[config.mk]
export PLATFORM = sky130hd
export DESIGN_NAME = device_control
export DESIGN_NICKNAME = d
export VERILOG_FILES = /design/src/rtl/devctl_pkg.sv /design/src/rtl/soft_reset_seq.sv /design/src/rtl/device_control.sv
export SDC_FILE = /design/constraint.sdc
export NUM_CORES = 1
export LEC_CHECK = 0
export CORE_MARGIN = 2
export CORE_UTILIZATION = 55
export CTS_CLUSTER_SIZE = 24
export DETAILED_ROUTE_END_ITERATION = 12
export DONT_BUFFER_PORTS = 1
export PLACE_DENSITY = 0.7
export REMOVE_ABC_BUFFERS = 1
export SLEW_MARGIN = 20
export SYNTH_ARGS = -nofsm -noshare
export SYNTH_HDL_FRONTEND = slang
export SYNTH_SLANG_ARGS = --single-unit
[constraint.sdc]
create_clock -name pclk -period 4 [get_ports pclk]
set_input_delay 0.2 -clock pclk [delete_from_list [all_inputs] [get_ports pclk]]
set_output_delay 0.2 -clock pclk [all_outputs]
set_load 0.05 [all_outputs]
[src/rtl/devctl_pkg.sv]
// constants and carrier types for the device control word block
package devctl_pkg;

  localparam logic [15:0] CTRL_ADDR = 16'h0000;
  localparam logic [15:0] CTRL_ALIAS_ADDR = 16'h0004;
  localparam logic [15:0] EXT_ADDR = 16'h0018;
  localparam logic [15:0] MAC_STAT_ADDR = 16'h0020;
  localparam logic [15:0] SPLIT_ADDR = 16'h1000;

  localparam int DUPLEX_SEL_POS = 0;
  localparam int AUTO_SPEED_POS = 5;
  localparam int LINK_UP_EN_POS = 6;
  localparam int SPEED_LSB = 8;
  localparam int FORCE_SPEED_POS = 11;
  localparam int FORCE_DUPLEX_POS = 12;
  localparam int WAKE_ADV_POS = 20;
  localparam int SOFT_RESET_POS = 26;
  localparam int RX_PAUSE_POS = 27;
  localparam int TX_PAUSE_POS = 28;
  localparam int VLAN_MODE_POS = 30;
  localparam int PHY_RESET_POS = 31;

  localparam int EXT_OVERRIDE_POS = 0;
  localparam int EXT_AUTONEG_POS = 1;
  localparam int EXT_LOW_SPEED_DIS_POS = 2;

  localparam int STAT_SPEED_LSB = 0;
  localparam int STAT_DUPLEX_POS = 2;
  localparam int STAT_LINK_POS = 3;
  localparam int STAT_WAKE_POS = 4;
  localparam int STAT_BUSY_POS = 5;
  localparam int STAT_RX_PAUSE_POS = 6;
  localparam int STAT_TX_PAUSE_POS = 7;

  localparam logic [1:0] SPEED_10 = 2'h0;
  localparam logic [1:0] SPEED_100 = 2'h1;
  localparam logic [1:0] SPEED_1000 = 2'h2;

  localparam logic [1:0] SPEED_RESET = SPEED_1000;
  localparam logic WAKE_ADV_RESET = 1'h1;
  localparam logic [15:0] SPLIT_RESET = 16'h0014;

  localparam int CLK_PERIOD_NS = 50;
  localparam int SOFT_RESET_NS = 500;
  localparam logic [3:0] SOFT_RESET_COUNT =
    4'((SOFT_RESET_NS + CLK_PERIOD_NS - 1) / CLK_PERIOD_NS);

  typedef struct packed {
    logic force_speed_bit;
    logic full_duplex_select;
    logic auto_speed_detect;
    logic set_link_up;
  } nvm_image_type;

  localparam nvm_image_type NVM_RESET = '{1'h0, 1'h1, 1'h0, 1'h0};

  typedef struct packed {
    logic link;
    logic phy_duplex_indication;
    logic [1:0] speed;
    logic aux_supply_present;
    logic an_resolved;
    logic an_rx_pause;
    logic an_tx_pause;
  } phy_pins_type;

  typedef struct packed {
    logic [1:0] speed;
    logic full_duplex;
    logic link_up;
    logic rx_pause_enable;
    logic tx_pause_enable;
    logic vlan_tag_mode;
    logic carrier_extend;
    logic burst_accept;
  } mac_config_type;

endpackage

[src/rtl/soft_reset_seq.sv]
// soft reset sequencer holding the mac reset for a fixed count
`timescale 1ns/10ps
`default_nettype none
module soft_reset_seq (
  input wire logic pclk,
  input wire logic presetn,
  input wire logic start,
  output logic active
);
  import devctl_pkg::*;

  typedef struct packed {
    logic busy;
    logic [3:0] count;
  } seq_state_type;

  seq_state_type s_q;
  seq_state_type s_d;

  always_comb begin
    s_d = s_q;
    if (!s_q.busy) begin
      if (start) begin
        s_d.busy = 1'h1;
        s_d.count = SOFT_RESET_COUNT - 4'h1;
      end
    end else if (s_q.count == 4'h0) begin
      s_d.busy = 1'h0;
    end else begin
      s_d.count = s_q.count - 4'h1;
    end
  end

  always_ff @(posedge pclk or negedge presetn) begin
    if (!presetn) begin
      s_q <= '0;
    end else begin
      s_q <= s_d;
    end
  end

  assign active = s_q.busy;
endmodule
`default_nettype wire

[src/rtl/device_control.sv]
// device control word register bank with mac configuration outputs
//
// The APB slave port and the placing of the registers were left to the implementer.
`timescale 1ns/10ps
`default_nettype none
module device_control (
  input wire logic pclk,
  input wire logic presetn,
  input wire logic psel,
  input wire logic penable,
  input wire logic pwrite,
  input wire logic [15:0] paddr,
  input wire logic [31:0] pwdata,
  output logic [31:0] prdata,
  output logic pready,
  output logic pslverr,
  input wire devctl_pkg::phy_pins_type phy_pins,
  input wire logic [1:0] asd_speed,
  input wire logic low_power_state,
  input wire logic rx_buffer_high,
  input wire logic descriptor_tag_request,
  input wire logic nvm_valid,
  input wire devctl_pkg::nvm_image_type nvm_image,
  output devctl_pkg::mac_config_type mac_config,
  output logic phy_hard_reset,
  output logic mac_soft_reset,
  output logic deep_sleep_wake_advertise,
  output logic phy_low_speed_request,
  output logic tx_tag_insert,
  output logic rx_tag_strip,
  output logic pause_on_request,
  output logic pause_off_request
);
  import devctl_pkg::*;

  typedef enum {SEL_NONE, SEL_CTRL, SEL_EXT, SEL_STAT, SEL_SPLIT} reg_sel_type;

  typedef struct packed {
    logic full_duplex_select;
    logic auto_speed_detect;
    logic set_link_up;
    logic [1:0] speed_sel;
    logic force_speed_bit;
    logic force_duplex_bit;
    logic wake_adv_enable;
    logic rx_pause_enable;
    logic tx_pause_enable;
    logic vlan_tag_mode;
    logic phy_hard_reset;
    logic speed_select_override;
    logic autoneg_enable;
    logic phy_low_speed_disable;
  } ctrl_type;

  typedef struct packed {
    phy_pins_type sync1;
    phy_pins_type sync2;
    nvm_image_type nvm;
    ctrl_type ctrl;
    logic [15:0] buf_split;
    logic link_prev;
    logic an_prev;
    logic high_prev;
    logic duplex_cap;
    logic [31:0] prdata;
    logic pready;
    logic pslverr;
    mac_config_type cfg;
    logic wake_adv;
    logic low_speed_req;
    logic tag_insert;
    logic tag_strip;
    logic pause_on;
    logic pause_off;
  } state_type;

  function automatic ctrl_type ctrl_defaults(input nvm_image_type nv);
    ctrl_type c;
    c = '0;
    c.full_duplex_select = nv.full_duplex_select;
    c.auto_speed_detect = nv.auto_speed_detect;
    c.set_link_up = nv.set_link_up;
    c.force_speed_bit = nv.force_speed_bit;
    c.speed_sel = SPEED_RESET;
    c.wake_adv_enable = WAKE_ADV_RESET;
    c.phy_hard_reset = 1'h0;
    return c;
  endfunction

  function automatic reg_sel_type decode(input logic [15:0] addr);
    reg_sel_type r;
    r = SEL_NONE;
    if (addr == CTRL_ADDR || addr == CTRL_ALIAS_ADDR) begin
      r = SEL_CTRL;
    end else if (addr == EXT_ADDR) begin
      r = SEL_EXT;
    end else if (addr == MAC_STAT_ADDR) begin
      r = SEL_STAT;
    end else if (addr == SPLIT_ADDR) begin
      r = SEL_SPLIT;
    end
    return r;
  endfunction

  function automatic logic [1:0] resolve_speed(input ctrl_type c, input logic [1:0] auto_spd,
                                               input logic [1:0] phy_spd);
    logic [1:0] v;
    v = phy_spd;
    if (c.auto_speed_detect) begin
      v = auto_spd;
    end else if (c.speed_select_override) begin
      v = c.speed_sel;
    end else if (c.force_speed_bit) begin
      v = c.speed_sel;
    end
    return v;
  endfunction

  localparam state_type STATE_RESET = '{
    sync1: '0,
    sync2: '0,
    nvm: NVM_RESET,
    ctrl: '{
      full_duplex_select: NVM_RESET.full_duplex_select,
      auto_speed_detect: NVM_RESET.auto_speed_detect,
      set_link_up: NVM_RESET.set_link_up,
      speed_sel: SPEED_RESET,
      force_speed_bit: NVM_RESET.force_speed_bit,
      wake_adv_enable: WAKE_ADV_RESET,
      default: 1'h0
    },
    buf_split: SPLIT_RESET,
    cfg: '0,
    prdata: '0,
    default: 1'h0
  };

  state_type s_q;
  state_type s_d;
  logic reset_active;
  logic reset_start;
  reg_sel_type setup_sel;
  reg_sel_type access_sel;
  logic setup_phase;
  logic access_wr;
  logic link_rise;
  logic an_rise;
  logic duplex_now;
  logic [31:0] rd_word;

  soft_reset_seq u_reset_seq (
    .pclk(pclk),
    .presetn(presetn),
    .start(reset_start),
    .active(reset_active)
  );

  always_comb begin
    setup_phase = psel && !penable;
    access_wr = psel && penable && s_q.pready && pwrite;
    setup_sel = decode(paddr);
    access_sel = decode(paddr);
    reset_start = access_wr && access_sel == SEL_CTRL && pwdata[SOFT_RESET_POS];
    link_rise = s_q.sync2.link && !s_q.link_prev;
    an_rise = s_q.sync2.an_resolved && !s_q.an_prev;
    duplex_now = s_q.ctrl.force_duplex_bit ? s_q.ctrl.full_duplex_select
                                           : s_q.duplex_cap;
    rd_word = '0;
    unique case (setup_sel)
      SEL_CTRL: begin
        rd_word[DUPLEX_SEL_POS] = s_q.ctrl.full_duplex_select;
        rd_word[AUTO_SPEED_POS] = s_q.ctrl.auto_speed_detect;
        rd_word[LINK_UP_EN_POS] = s_q.ctrl.set_link_up;
        rd_word[SPEED_LSB +: 2] = s_q.ctrl.speed_sel;
        rd_word[FORCE_SPEED_POS] = s_q.ctrl.force_speed_bit;
        rd_word[FORCE_DUPLEX_POS] = s_q.ctrl.force_duplex_bit;
        rd_word[WAKE_ADV_POS] = s_q.ctrl.wake_adv_enable;
        rd_word[SOFT_RESET_POS] = reset_active;
        rd_word[RX_PAUSE_POS] = s_q.ctrl.rx_pause_enable;
        rd_word[TX_PAUSE_POS] = s_q.ctrl.tx_pause_enable;
        rd_word[VLAN_MODE_POS] = s_q.ctrl.vlan_tag_mode;
        rd_word[PHY_RESET_POS] = s_q.ctrl.phy_hard_reset;
      end
      SEL_EXT: begin
        rd_word[EXT_OVERRIDE_POS] = s_q.ctrl.speed_select_override;
        rd_word[EXT_AUTONEG_POS] = s_q.ctrl.autoneg_enable;
        rd_word[EXT_LOW_SPEED_DIS_POS] = s_q.ctrl.phy_low_speed_disable;
      end
      SEL_STAT: begin
        rd_word[STAT_SPEED_LSB +: 2] = s_q.cfg.speed;
        rd_word[STAT_DUPLEX_POS] = s_q.cfg.full_duplex;
        rd_word[STAT_LINK_POS] = s_q.cfg.link_up;
        rd_word[STAT_WAKE_POS] = s_q.wake_adv;
        rd_word[STAT_BUSY_POS] = reset_active;
        rd_word[STAT_RX_PAUSE_POS] = s_q.cfg.rx_pause_enable;
        rd_word[STAT_TX_PAUSE_POS] = s_q.cfg.tx_pause_enable;
      end
      SEL_SPLIT: begin
        rd_word[15:0] = s_q.buf_split;
      end
      SEL_NONE: begin
        rd_word = '0;
      end
    endcase
  end

  always_comb begin
    s_d = s_q;

    // pin synchronisers
    s_d.sync1 = phy_pins;
    s_d.sync2 = s_q.sync1;
    s_d.link_prev = s_q.sync2.link;
    s_d.an_prev = s_q.sync2.an_resolved;
    s_d.high_prev = rx_buffer_high;

    // apb answer, one access cycle
    s_d.pready = setup_phase;
    s_d.pslverr = setup_phase && setup_sel == SEL_NONE;
    s_d.prdata = setup_phase ? rd_word : '0;

    // duplex captured on link rising edge
    if (link_rise) begin
      s_d.duplex_cap = s_q.sync2.phy_duplex_indication;
    end

    // software writes
    if (access_wr) begin
      unique case (access_sel)
        SEL_CTRL: begin
          s_d.ctrl.full_duplex_select = pwdata[DUPLEX_SEL_POS];
          s_d.ctrl.auto_speed_detect = pwdata[AUTO_SPEED_POS];
          s_d.ctrl.set_link_up = pwdata[LINK_UP_EN_POS];
          s_d.ctrl.speed_sel = pwdata[SPEED_LSB +: 2];
          s_d.ctrl.force_speed_bit = pwdata[FORCE_SPEED_POS];
          s_d.ctrl.force_duplex_bit = pwdata[FORCE_DUPLEX_POS];
          s_d.ctrl.wake_adv_enable = pwdata[WAKE_ADV_POS];
          s_d.ctrl.rx_pause_enable = pwdata[RX_PAUSE_POS];
          s_d.ctrl.tx_pause_enable = pwdata[TX_PAUSE_POS];
          s_d.ctrl.vlan_tag_mode = pwdata[VLAN_MODE_POS];
          s_d.ctrl.phy_hard_reset = pwdata[PHY_RESET_POS];
        end
        SEL_EXT: begin
          s_d.ctrl.speed_select_override = pwdata[EXT_OVERRIDE_POS];
          s_d.ctrl.autoneg_enable = pwdata[EXT_AUTONEG_POS];
          s_d.ctrl.phy_low_speed_disable = pwdata[EXT_LOW_SPEED_DIS_POS];
        end
        SEL_SPLIT: begin
          s_d.buf_split = pwdata[15:0];
        end
        SEL_STAT, SEL_NONE: begin
          s_d.buf_split = s_q.buf_split;
        end
      endcase
    end

    // autoneg result wins over a same-cycle write
    if (s_q.ctrl.autoneg_enable && an_rise) begin
      s_d.ctrl.rx_pause_enable = s_q.sync2.an_rx_pause;
      s_d.ctrl.tx_pause_enable = s_q.sync2.an_tx_pause;
    end

    // nvm image reload of footnoted fields
    if (nvm_valid) begin
      s_d.nvm = nvm_image;
      s_d.ctrl.force_speed_bit = nvm_image.force_speed_bit;
      s_d.ctrl.full_duplex_select = nvm_image.full_duplex_select;
      s_d.ctrl.auto_speed_detect = nvm_image.auto_speed_detect;
      s_d.ctrl.set_link_up = nvm_image.set_link_up;
    end

    // mac configuration outputs
    s_d.cfg.speed = resolve_speed(s_q.ctrl, asd_speed, s_q.sync2.speed);
    s_d.cfg.full_duplex = duplex_now;
    s_d.cfg.link_up = s_q.ctrl.set_link_up && s_q.sync2.link;
    s_d.cfg.rx_pause_enable = s_q.ctrl.rx_pause_enable;
    s_d.cfg.tx_pause_enable = s_q.ctrl.tx_pause_enable;
    s_d.cfg.vlan_tag_mode = s_q.ctrl.vlan_tag_mode;
    s_d.cfg.carrier_extend = !duplex_now;
    s_d.cfg.burst_accept = !duplex_now;

    s_d.wake_adv = s_q.ctrl.wake_adv_enable && s_q.sync2.aux_supply_present;
    s_d.low_speed_req = low_power_state && !s_q.ctrl.phy_low_speed_disable;
    s_d.tag_insert = s_q.ctrl.vlan_tag_mode && descriptor_tag_request;
    s_d.tag_strip = s_q.ctrl.vlan_tag_mode;

    // pause frame requests on buffer level edges
    s_d.pause_on = s_q.ctrl.tx_pause_enable && rx_buffer_high && !s_q.high_prev;
    s_d.pause_off = s_q.ctrl.tx_pause_enable && !rx_buffer_high && s_q.high_prev;

    // soft reset: control state back to defaults, split and nvm kept
    if (reset_active) begin
      s_d.ctrl = ctrl_defaults(s_q.nvm);
      s_d.buf_split = s_q.buf_split;
      s_d.duplex_cap = 1'h0;
      s_d.link_prev = 1'h0;
      s_d.an_prev = 1'h0;
      s_d.cfg = '0;
      s_d.tag_insert = 1'h0;
      s_d.tag_strip = 1'h0;
      s_d.pause_on = 1'h0;
      s_d.pause_off = 1'h0;
    end
  end

  always_ff @(posedge pclk or negedge presetn) begin
    if (!presetn) begin
      s_q <= STATE_RESET;
    end else begin
      s_q <= s_d;
    end
  end

  assign prdata = s_q.prdata;
  assign pready = s_q.pready;
  assign pslverr = s_q.pslverr;
  assign mac_config = s_q.cfg;
  assign phy_hard_reset = s_q.ctrl.phy_hard_reset;
  assign mac_soft_reset = reset_active;
  assign deep_sleep_wake_advertise = s_q.wake_adv;
  assign phy_low_speed_request = s_q.low_speed_req;
  assign tx_tag_insert = s_q.tag_insert;
  assign rx_tag_strip = s_q.tag_strip;
  assign pause_on_request = s_q.pause_on;
  assign pause_off_request = s_q.pause_off;
endmodule
`default_nettype wire

[Word-level counts from Yosys, hierarchy flattened]
Cells that the tools add are included.
Storage, ports and cells
  input bits: 71
  register bits: 109
  output and inout port bits: 51
Operators by class
  equality and inequality tests: 10
  bitwise logic cells: 1
  multiplexer cells: 37
  reduce and logical (&&, ||, !) cells: 45
  add/sub/neg operators: 1
Operators by type and width (number)
  $eq 32x2->1 const B: 3
  $logic_not 32->1: 2
  $mux 32: 2
  $mux 33: 1
  $eq 32x1->1 const B: 1
  $eq 32x3->1 const B: 1
  $mux 31: 1
  $mux 3: 7
  $logic_and 1x1->1: 18
  $eq 16x13->1 const B: 1
  $eq 16x3->1 const B: 1
  $eq 16x5->1 const B: 1
  $eq 16x6->1 const B: 1
  $logic_not 16->1: 1
  $mux 16: 1
  $mux 12: 1
  $pmux 2 s2: 3
  $pmux 2 s3: 2
  $reduce_bool 3->1: 4
  $mux 2: 5
  $mux 5: 2
  $reduce_and 2->1: 5
  $reduce_bool 2->1: 5
  $mux 9: 1
  other kinds (11): 24

[Logic depth before layout (Yosys ltp)]
Gate-level depths: netlist (run 1).
  depth in word-level cells: 10
  mapped depth: 6
  depth with buffers taken out: 6

[Modules after synthesis]
From an unflattened synthesis (run 1), not the netlist that was laid out.
Unflattened totals
  cell total of the unflattened synthesis: 345
  area, all modules: 4207.8 µm²
Modules (own cells, without submodules)
  device_control: area an instance 3940.0 µm², times used 1, cells an instance 321, seq. area each 2309.7 µm²
  soft_reset_seq: area an instance 267.8 µm², times used 1, cells an instance 24, seq. area each 125.1 µm²

[Worst setup path after synthesis (run 1)]
OpenSTA, ideal clock, no wires.
  path type: flip-flop to flip-flop
  start: register s_q (netlist bit pready)
  end: register s_q[59] (netlist name)
  period minus slack after synthesis: 2.018 ns
  setup slack: 1.982 ns
  library setup time: 0.127 ns
  arrival: 1.891 ns
  buffers on the path: 1
  required time: 3.873 ns
  cell stages (with the launch flop): 5
  cell sequence: dfrtp_1 > nand4_1 > nor4_4 > buf_6 > mux2_1
Between the ends
  longest elaborated chain between the ends: 3
RTL lines
  start: declaration: RTL line device_control.sv:138  | state_type s_q;
  start signal: assignment: RTL line device_control.sv:308  | s_q <= STATE_RESET;
  start signal: assignment: RTL line device_control.sv:310  | s_q <= s_d;
  $logic_and 1x1->1 (2 in series): RTL line device_control.sv:160  | access_wr = psel && penable && s_q.pready && pwrite;
  $reduce_and 3->1 (no source line)
No other way between the ends.
A chain may end at the register's enable or synchronous reset.

[Final worst setup path (run 1)]
  start: register s_q (netlist bit pready)
  end: register s_q[66] (netlist name)
Same word-level chain as after synthesis.

==> results of run 1 <==
## timing repair
action / CTS / global route
hold buffers: 40 / 3
buffers inserted: 0 / 0
hold endpoints to repair: 138 / 3
resized for setup: 0 / 0
## critical path, stage by stage, from the launching register on
cell and delay (ps):
dfrtp_1 660, nand4_1 190, buf_4 250, nor4_4 380
clkbuf_8 300, mux2_1 340
## worst min path at each step
stage / cells after the start / end
2_1_floorplan: 0 / deep_sleep_wake_advertise
3_3_place_gp: 0 / prdata[14]
3_5_place_dp: 0 / prdata[14]
4_1_cts: 1 / s_q[76]
5_1_grt: 1 / pause_off_request
6_report: 2 / s_q[81]
## final cells by class
cell class | instances | area share (%)
Clock inverter | 2 | 1.26
Sequential cell | 97 | 50.9
Tap cell | 102 | 2.67
Clock buffer | 14 | 3.40
Timing Repair Buffer | 48 | 10.3
Multi-Input combinational cell | 215 | 30.7
Inverter | 10 | 0.785
## flip-flops by register name, summed over array words and instances, names as in the netlist
register,cells
s_q,46
prdata,22
mac_config,8
s_d,8
u_reset_seq.s_q,4
deep_sleep_wake_advertise,1
pause_off_request,1
pause_on_request,1
phy_hard_reset,1
phy_low_speed_request,1
pready,1
pslverr,1
tx_tag_insert,1
u_reset_seq.active,1
## stage by stage
| step | area (sq um) | total power [mW] | utilization (%) | cells |
|---|---|---|---|---|
| final | 4780 | 1.89 | 62.6 | 488 |
| after detailed placement | 4090 | 1.15 | 53.5 | 428 |
| after CTS | 4730 | 1.90 | 61.9 | 484 |
| after global routing | 4780 | 1.96 | 62.6 | 488 |
| after floorplan | 3930 | 1.13 | - | 322 |
| after global placement | 4090 | 1.14 | 53.5 | 428 |
## placed cells by master (no fill, tap or decap), types with 10 or more instances in the layout
master / instances
dfrtp_1: 90
dlygate4sd3_1: 42
a21oi_1: 28
nand3_1: 25
nand4_1: 18
o31ai_1: 14
nor2_1: 13
and3_1: 12
mux2_2: 12
clkbuf_8: 12
mux2_1: 10
conb_1: 10
## Yosys cell counts, types with 3 or more instances
cell type / count
and3_1: 12
dfstp_2: 6
mux2_1: 10
nand2b_1: 3
buf_4: 42
buf_6: 3
nor2b_1: 8
nor4_1: 3
a21oi_1: 28
mux2i_1: 5
a31oi_1: 9
nor3_1: 3
inv_1: 9
nand2_1: 5
mux2_2: 12
buf_2: 3
nor2_1: 13
or4_4: 3
nand4_1: 18
dfrtp_1: 91
nand3_1: 25
o21ai_0: 5
and2_1: 4
clkbuf_1: 13
o31ai_1: 14
## cells by family (layout without fill, tap and decap cells)
group           Yosys count  count (layout)
compound gates           66              66
flops                    97              97
fa+ha+maj                 1               1
other cells               1              10
xor+xnor                  1               1
mux                      27              27
simple gates            110             110
buf+inv                  72              74
## where the power goes
group	internal [mW]	leakage [nW]	switching (mW)	total, mW
Combinational	0.0541	0.753	0.0754	0.129
Clock	0.388	0.111	0.312	0.700
Sequential	1.01	1.25	0.0518	1.06
## metal layers
layer	part of all wire [%]	track usage, %	up-vias
li1	-	-	1311
met3	7.0	5.86	14
met2	50	38.0	122
met5	0	0	-
met4	1.7	8.71	0
met1	41	29.4	1439
==> out/results.tsv, run 1 <==
metric	value	unit
DR DRC count	0	
leakage	2.12	nW
NumNets Final	453	
Simple-Gate Fraction of Synth Area	15.8	%
critical path startpoint	pready	
Worst Path Required	4240	ps
Setup TNS	0	ps
GRT Total Usage	23.0	%
clock root buffer	clkbuf_8	
fmax	0.444	GHz
global-route wire length before repair	14.9	mm
Setup crit end kind	flip-flop	
H-tree levels	3	
Max IR drop VDD	0.262	mV
part of the cycle the worst path needs	56.3	%
clock tree buffer depth	2	
Skew-Pair Late Insertion Delay	360	ps
routed len/inst	19.6	um
HPWL Detailed	5.91	mm
fill count	627	
Top FF cell, synth	dfrtp_1	
DR vias	2886	
crit path capture	s_q[66]	
final slew viol count	0	
Rel. slew slack	41.7	%
pwr/cell area	395	nW/um^2
final worst setup slack	1750	ps
Yosys top cell by area	dfrtp_1	
Total Routed Length	9.58	mm
global route total overflow	0	
Synth Area in XOR/XNOR	0.203	%
number of global-route vias before repair	2882	
critical path class	reg -> reg	
pre-CTS setup slack	1510	ps
run status	completed	
final setup fails	0	
mapped cell area	4310	sq um
Mapped Cells	375	
Syn-to-layout area delta	11.0	%
antenna violations before repair	0	
Vias/cell	5.91	
Clock Skews	8.89	ps
Worst Hold Launch	pwdata[6]	
Chip Height	92.5	um
WHS	11.8	ps
worst path arrival time	2490	ps
TritonCTS buffer count	9	
initial drt markers	257	
number of iterations in the first detailed-routing pass	4	
main combinational cell family by area after synthesis	simple AND/OR/NAND/NOR gates	
asr flop ratio synth	100	%
Worst R2R Setup Slack	1750	ps
Final Wtd Congestion	0.878	
Synth Area in Adders	0.290	%
FF+latch count, synth	97	
top post-synthesis cells by area	dfrtp_1 (53%), buf_4 (7.3%), dfstp_2 (3.7%)	
sequential fraction of the synthesis area	56.5	%
largest net degree at the start of global routing	98	
Core Area	7650	sq um
mux cell area share after synthesis	6.91	%
number of top-level pins	122	
Multi-input gate area	1470	sq um
share of layout cells above drive strength 1	12.4	%
Reg area	2440	sq um
worst reg-to-reg path cell count	5	
critical path launch point type	flip-flop	
Hold Vio Cnt, Final	0	
Syn. warnings	0	
critical path fanouts, max	17	
Cell Rows	32	
Slew @ Worst Pin	875	ps
Crit Reg-Reg Endpoint	s_q[66]	
max_cap viols	0	
Worst-path clk slew	80	ps
antenna violation net count after detailed routing	0	
worst min path class	in -> reg	
unique cell type count in the Yosys netlist	45	
die width	92.5	um
CTS tree	done	
Final min period	2250	ps
Post-synth EDFFs	0	
# diodes	0	
RSZ-0062 raised after global routing	false	
post-synthesis compound-gate area fraction	9.64	%
Initial Utilization	56.3	%
Syn Area/Cell	11.5	sq um
die area	8560	sq um
Port Buffers	0	
r2r startpoint	pready	
Synth top area share	52.8	%
clock sinks	97	
(Power assumes the default switching activity.)
==> inputs of run 2 (changes only) <==
==> constraint.sdc (replaced) <==
create_clock -name pclk -period 2.25 [get_ports pclk]
set_input_delay 0.1125 -clock pclk [delete_from_list [all_inputs] [get_ports pclk]]
set_output_delay 0.1125 -clock pclk [all_outputs]
set_load 0.05 [all_outputs]
==> out/results.tsv, run 2 (synthesized netlist as in run 1, its figures left out) <==
metric	value	unit
part of the cycle the worst path needs	91.2	%
Clock Skews	11.1	ps
Port Buffers	0	
worst path arrival time	2340	ps
RSZ-0062 raised after global routing	false	
r2r startpoint	pready	
Chip Height	92.5	um
final slew viol count	0	
cts hold-fix bufs	49	
Skew-Pair Late Insertion Delay	360	ps
final setup fails	0	
worst min path class	in -> async	
Biggest register	s_q	
HPWL Detailed	6.21	mm
Setup crit end kind	flip-flop	
Initial Utilization	56.3	%
fill count	620	
post-CTS setup buffers	0	
leakage	2.15	nW
die area	8560	sq um
max_cap viols	0	
Rel. slew slack	41.6	%
pwr/cell area	662	nW/um^2
Sequential Power Share	58.6	%
CTS tree	done	
Worst R2R Setup Slack	230	ps
Clk pwr share	34.8	%
run status	finished with violations	
clock tree buffer depth	2	
most frequent cells in the layout	dfrtp_1 (90), dlygate4sd3_1 (49), a21oi_1 (28), nand3_1 (25), nand4_1 (18)	
number of global-route vias before repair	3029	
critical path fanouts, max	16	
slowest CP cell	dlygate4sd3_1	
antenna violations before repair	0	
Logic pwr share	6.6	%
Worst-path clk slew	90	ps
clock root buffer	clkbuf_8	
Total Routed Length	9.68	mm
final std cells w/o fill	502	
share of layout cells above drive strength 1	14.2	%
Switching Fraction	24.9	%
global-route wire length before repair	15.5	mm
commonest non-fill, non-tap cell in the layout	dfrtp_1	
Final Wtd Congestion	0.870	
initial drt markers	242	
DR DRC count	0	
largest net degree at the start of global routing	98	
H-tree levels	3	
NumNets Final	467	
number of top-level pins	122	
GRT Total Usage	23.8	%
Cell Rows	32	
Final min period	2050	ps
DR vias	2970	
Hold Vio Cnt, Final	97	
clock sinks	97	
fmax	0.487	GHz
critical path launch point type	primary input	
Syn-to-layout area delta	12.4	%
global route total overflow	0	
worst reg-to-reg path cell count	5	
Slew @ Worst Pin	876	ps
Internal Dissipation	2.41	mW
largest stage delay on the critical path	560	ps
post-route cell area	4840	sq um
critical path class	in -> reg	
TritonCTS buffer count	9	
Switch Pwr	797	uW
max reg flops	46	
dpl cells	437	
Crit Reg-Reg Endpoint	phy_hard_reset	
Vias/cell	5.92	
Worst Path Required	2540	ps
Core Area	7650	sq um
Post-DP Area	4160	sq um
antenna violation net count after detailed routing	0	
Max IR drop VDD	0.398	mV
most used cell, CP	dlygate4sd3_1	
# diodes	0	
die width	92.5	um
WHS	-563	ps
routed len/inst	19.3	um
number of iterations in the first detailed-routing pass	5	
failing checks	hold timing	
CP cell instances	dlygate4sd3_1 -> nor4_2 -> nand4_1 -> buf_4 -> o31ai_1 -> a31oi_1 -> dlygate4sd3_1	
run 2: cell count changes in the layout (fill, tap and decap cells not counted), moves of 2 or more:
cell           delta
clkbuf_1          -2
dlygate4sd3_1     +7
buf_4             +9
clkinvlp_4        +3
clkbuf_8          -3
run 2: how the worst max path moves through the flow:
stage,startpoint,to,depth (start not counted)
6_report,paddr[10],s_q[83],7
2_1_floorplan,pready,s_q[53],3
5_1_grt,pready,phy_hard_reset,5
3_3_place_gp,paddr[1],s_q[83],5
4_1_cts,pready,phy_hard_reset,5
3_5_place_dp,paddr[1],s_q[83],5
run 2: power groups by stage:
stage	combinational, mW	clock [mW]	sequential [mW]
after detailed placement	0.127	0	1.91
after global routing	0.226	1.20	1.89
after CTS	0.209	1.14	1.88
final	0.211	1.11	1.88
after global placement	0.126	0	1.91
after floorplan	0.104	0	1.91
run 2: final cells by class:
cell class / count / area, sq um / share of cell area [%]
clock buffers: 10 / 128 / 2.63
clock inverters: 6 / 66.3 / 1.37
inverters: 10 / 37.5 / 0.775
multi-input cells: 215 / 1460 / 30.1
flip-flops and latches: 97 / 2440 / 50.3
well taps: 102 / 128 / 2.63
repair buffers: 62 / 588 / 12.1
run 2: metrics by stage:
stage	TNS [ps]	util (%)	setup WS, ps	power (mW)
final	0	63.3	199	3.20
after global routing	0	63.3	85.2	3.31
after CTS	0	63.3	192	3.23
after detailed placement	0	54.4	399	2.04
after global placement	0	54.4	422	2.04
after floorplan	-2650	-	-187	2.01
run 2: timing repair:
| action | in CTS | in global routing |
|---|---|---|
| endpoints found under the setup margin | 0 | 0 |
| resized for setup | 0 | 0 |
| hold endpoints to repair | 149 | 97 |
run 2: worst max-delay path: cells and delay by family:
family | cells | cell delay, ps
buffers and inverters | 3 | 1340
AND/OR/NAND/NOR | 2 | 490
AO/OA/AOI/OAI | 2 | 400
run 2: per-layer routing:
| metal | GRT usage [%] | vias to the layer above | wire, um |
|---|---|---|---|
| li1 | - | 1343 | - |
| met1 | 30.8 | 1476 | 3950 |
| met4 | 10.4 | 0 | 213 |
| met3 | 5.53 | 14 | 798 |
| met2 | 38.4 | 137 | 4720 |
| met5 | 0 | - | 0 |
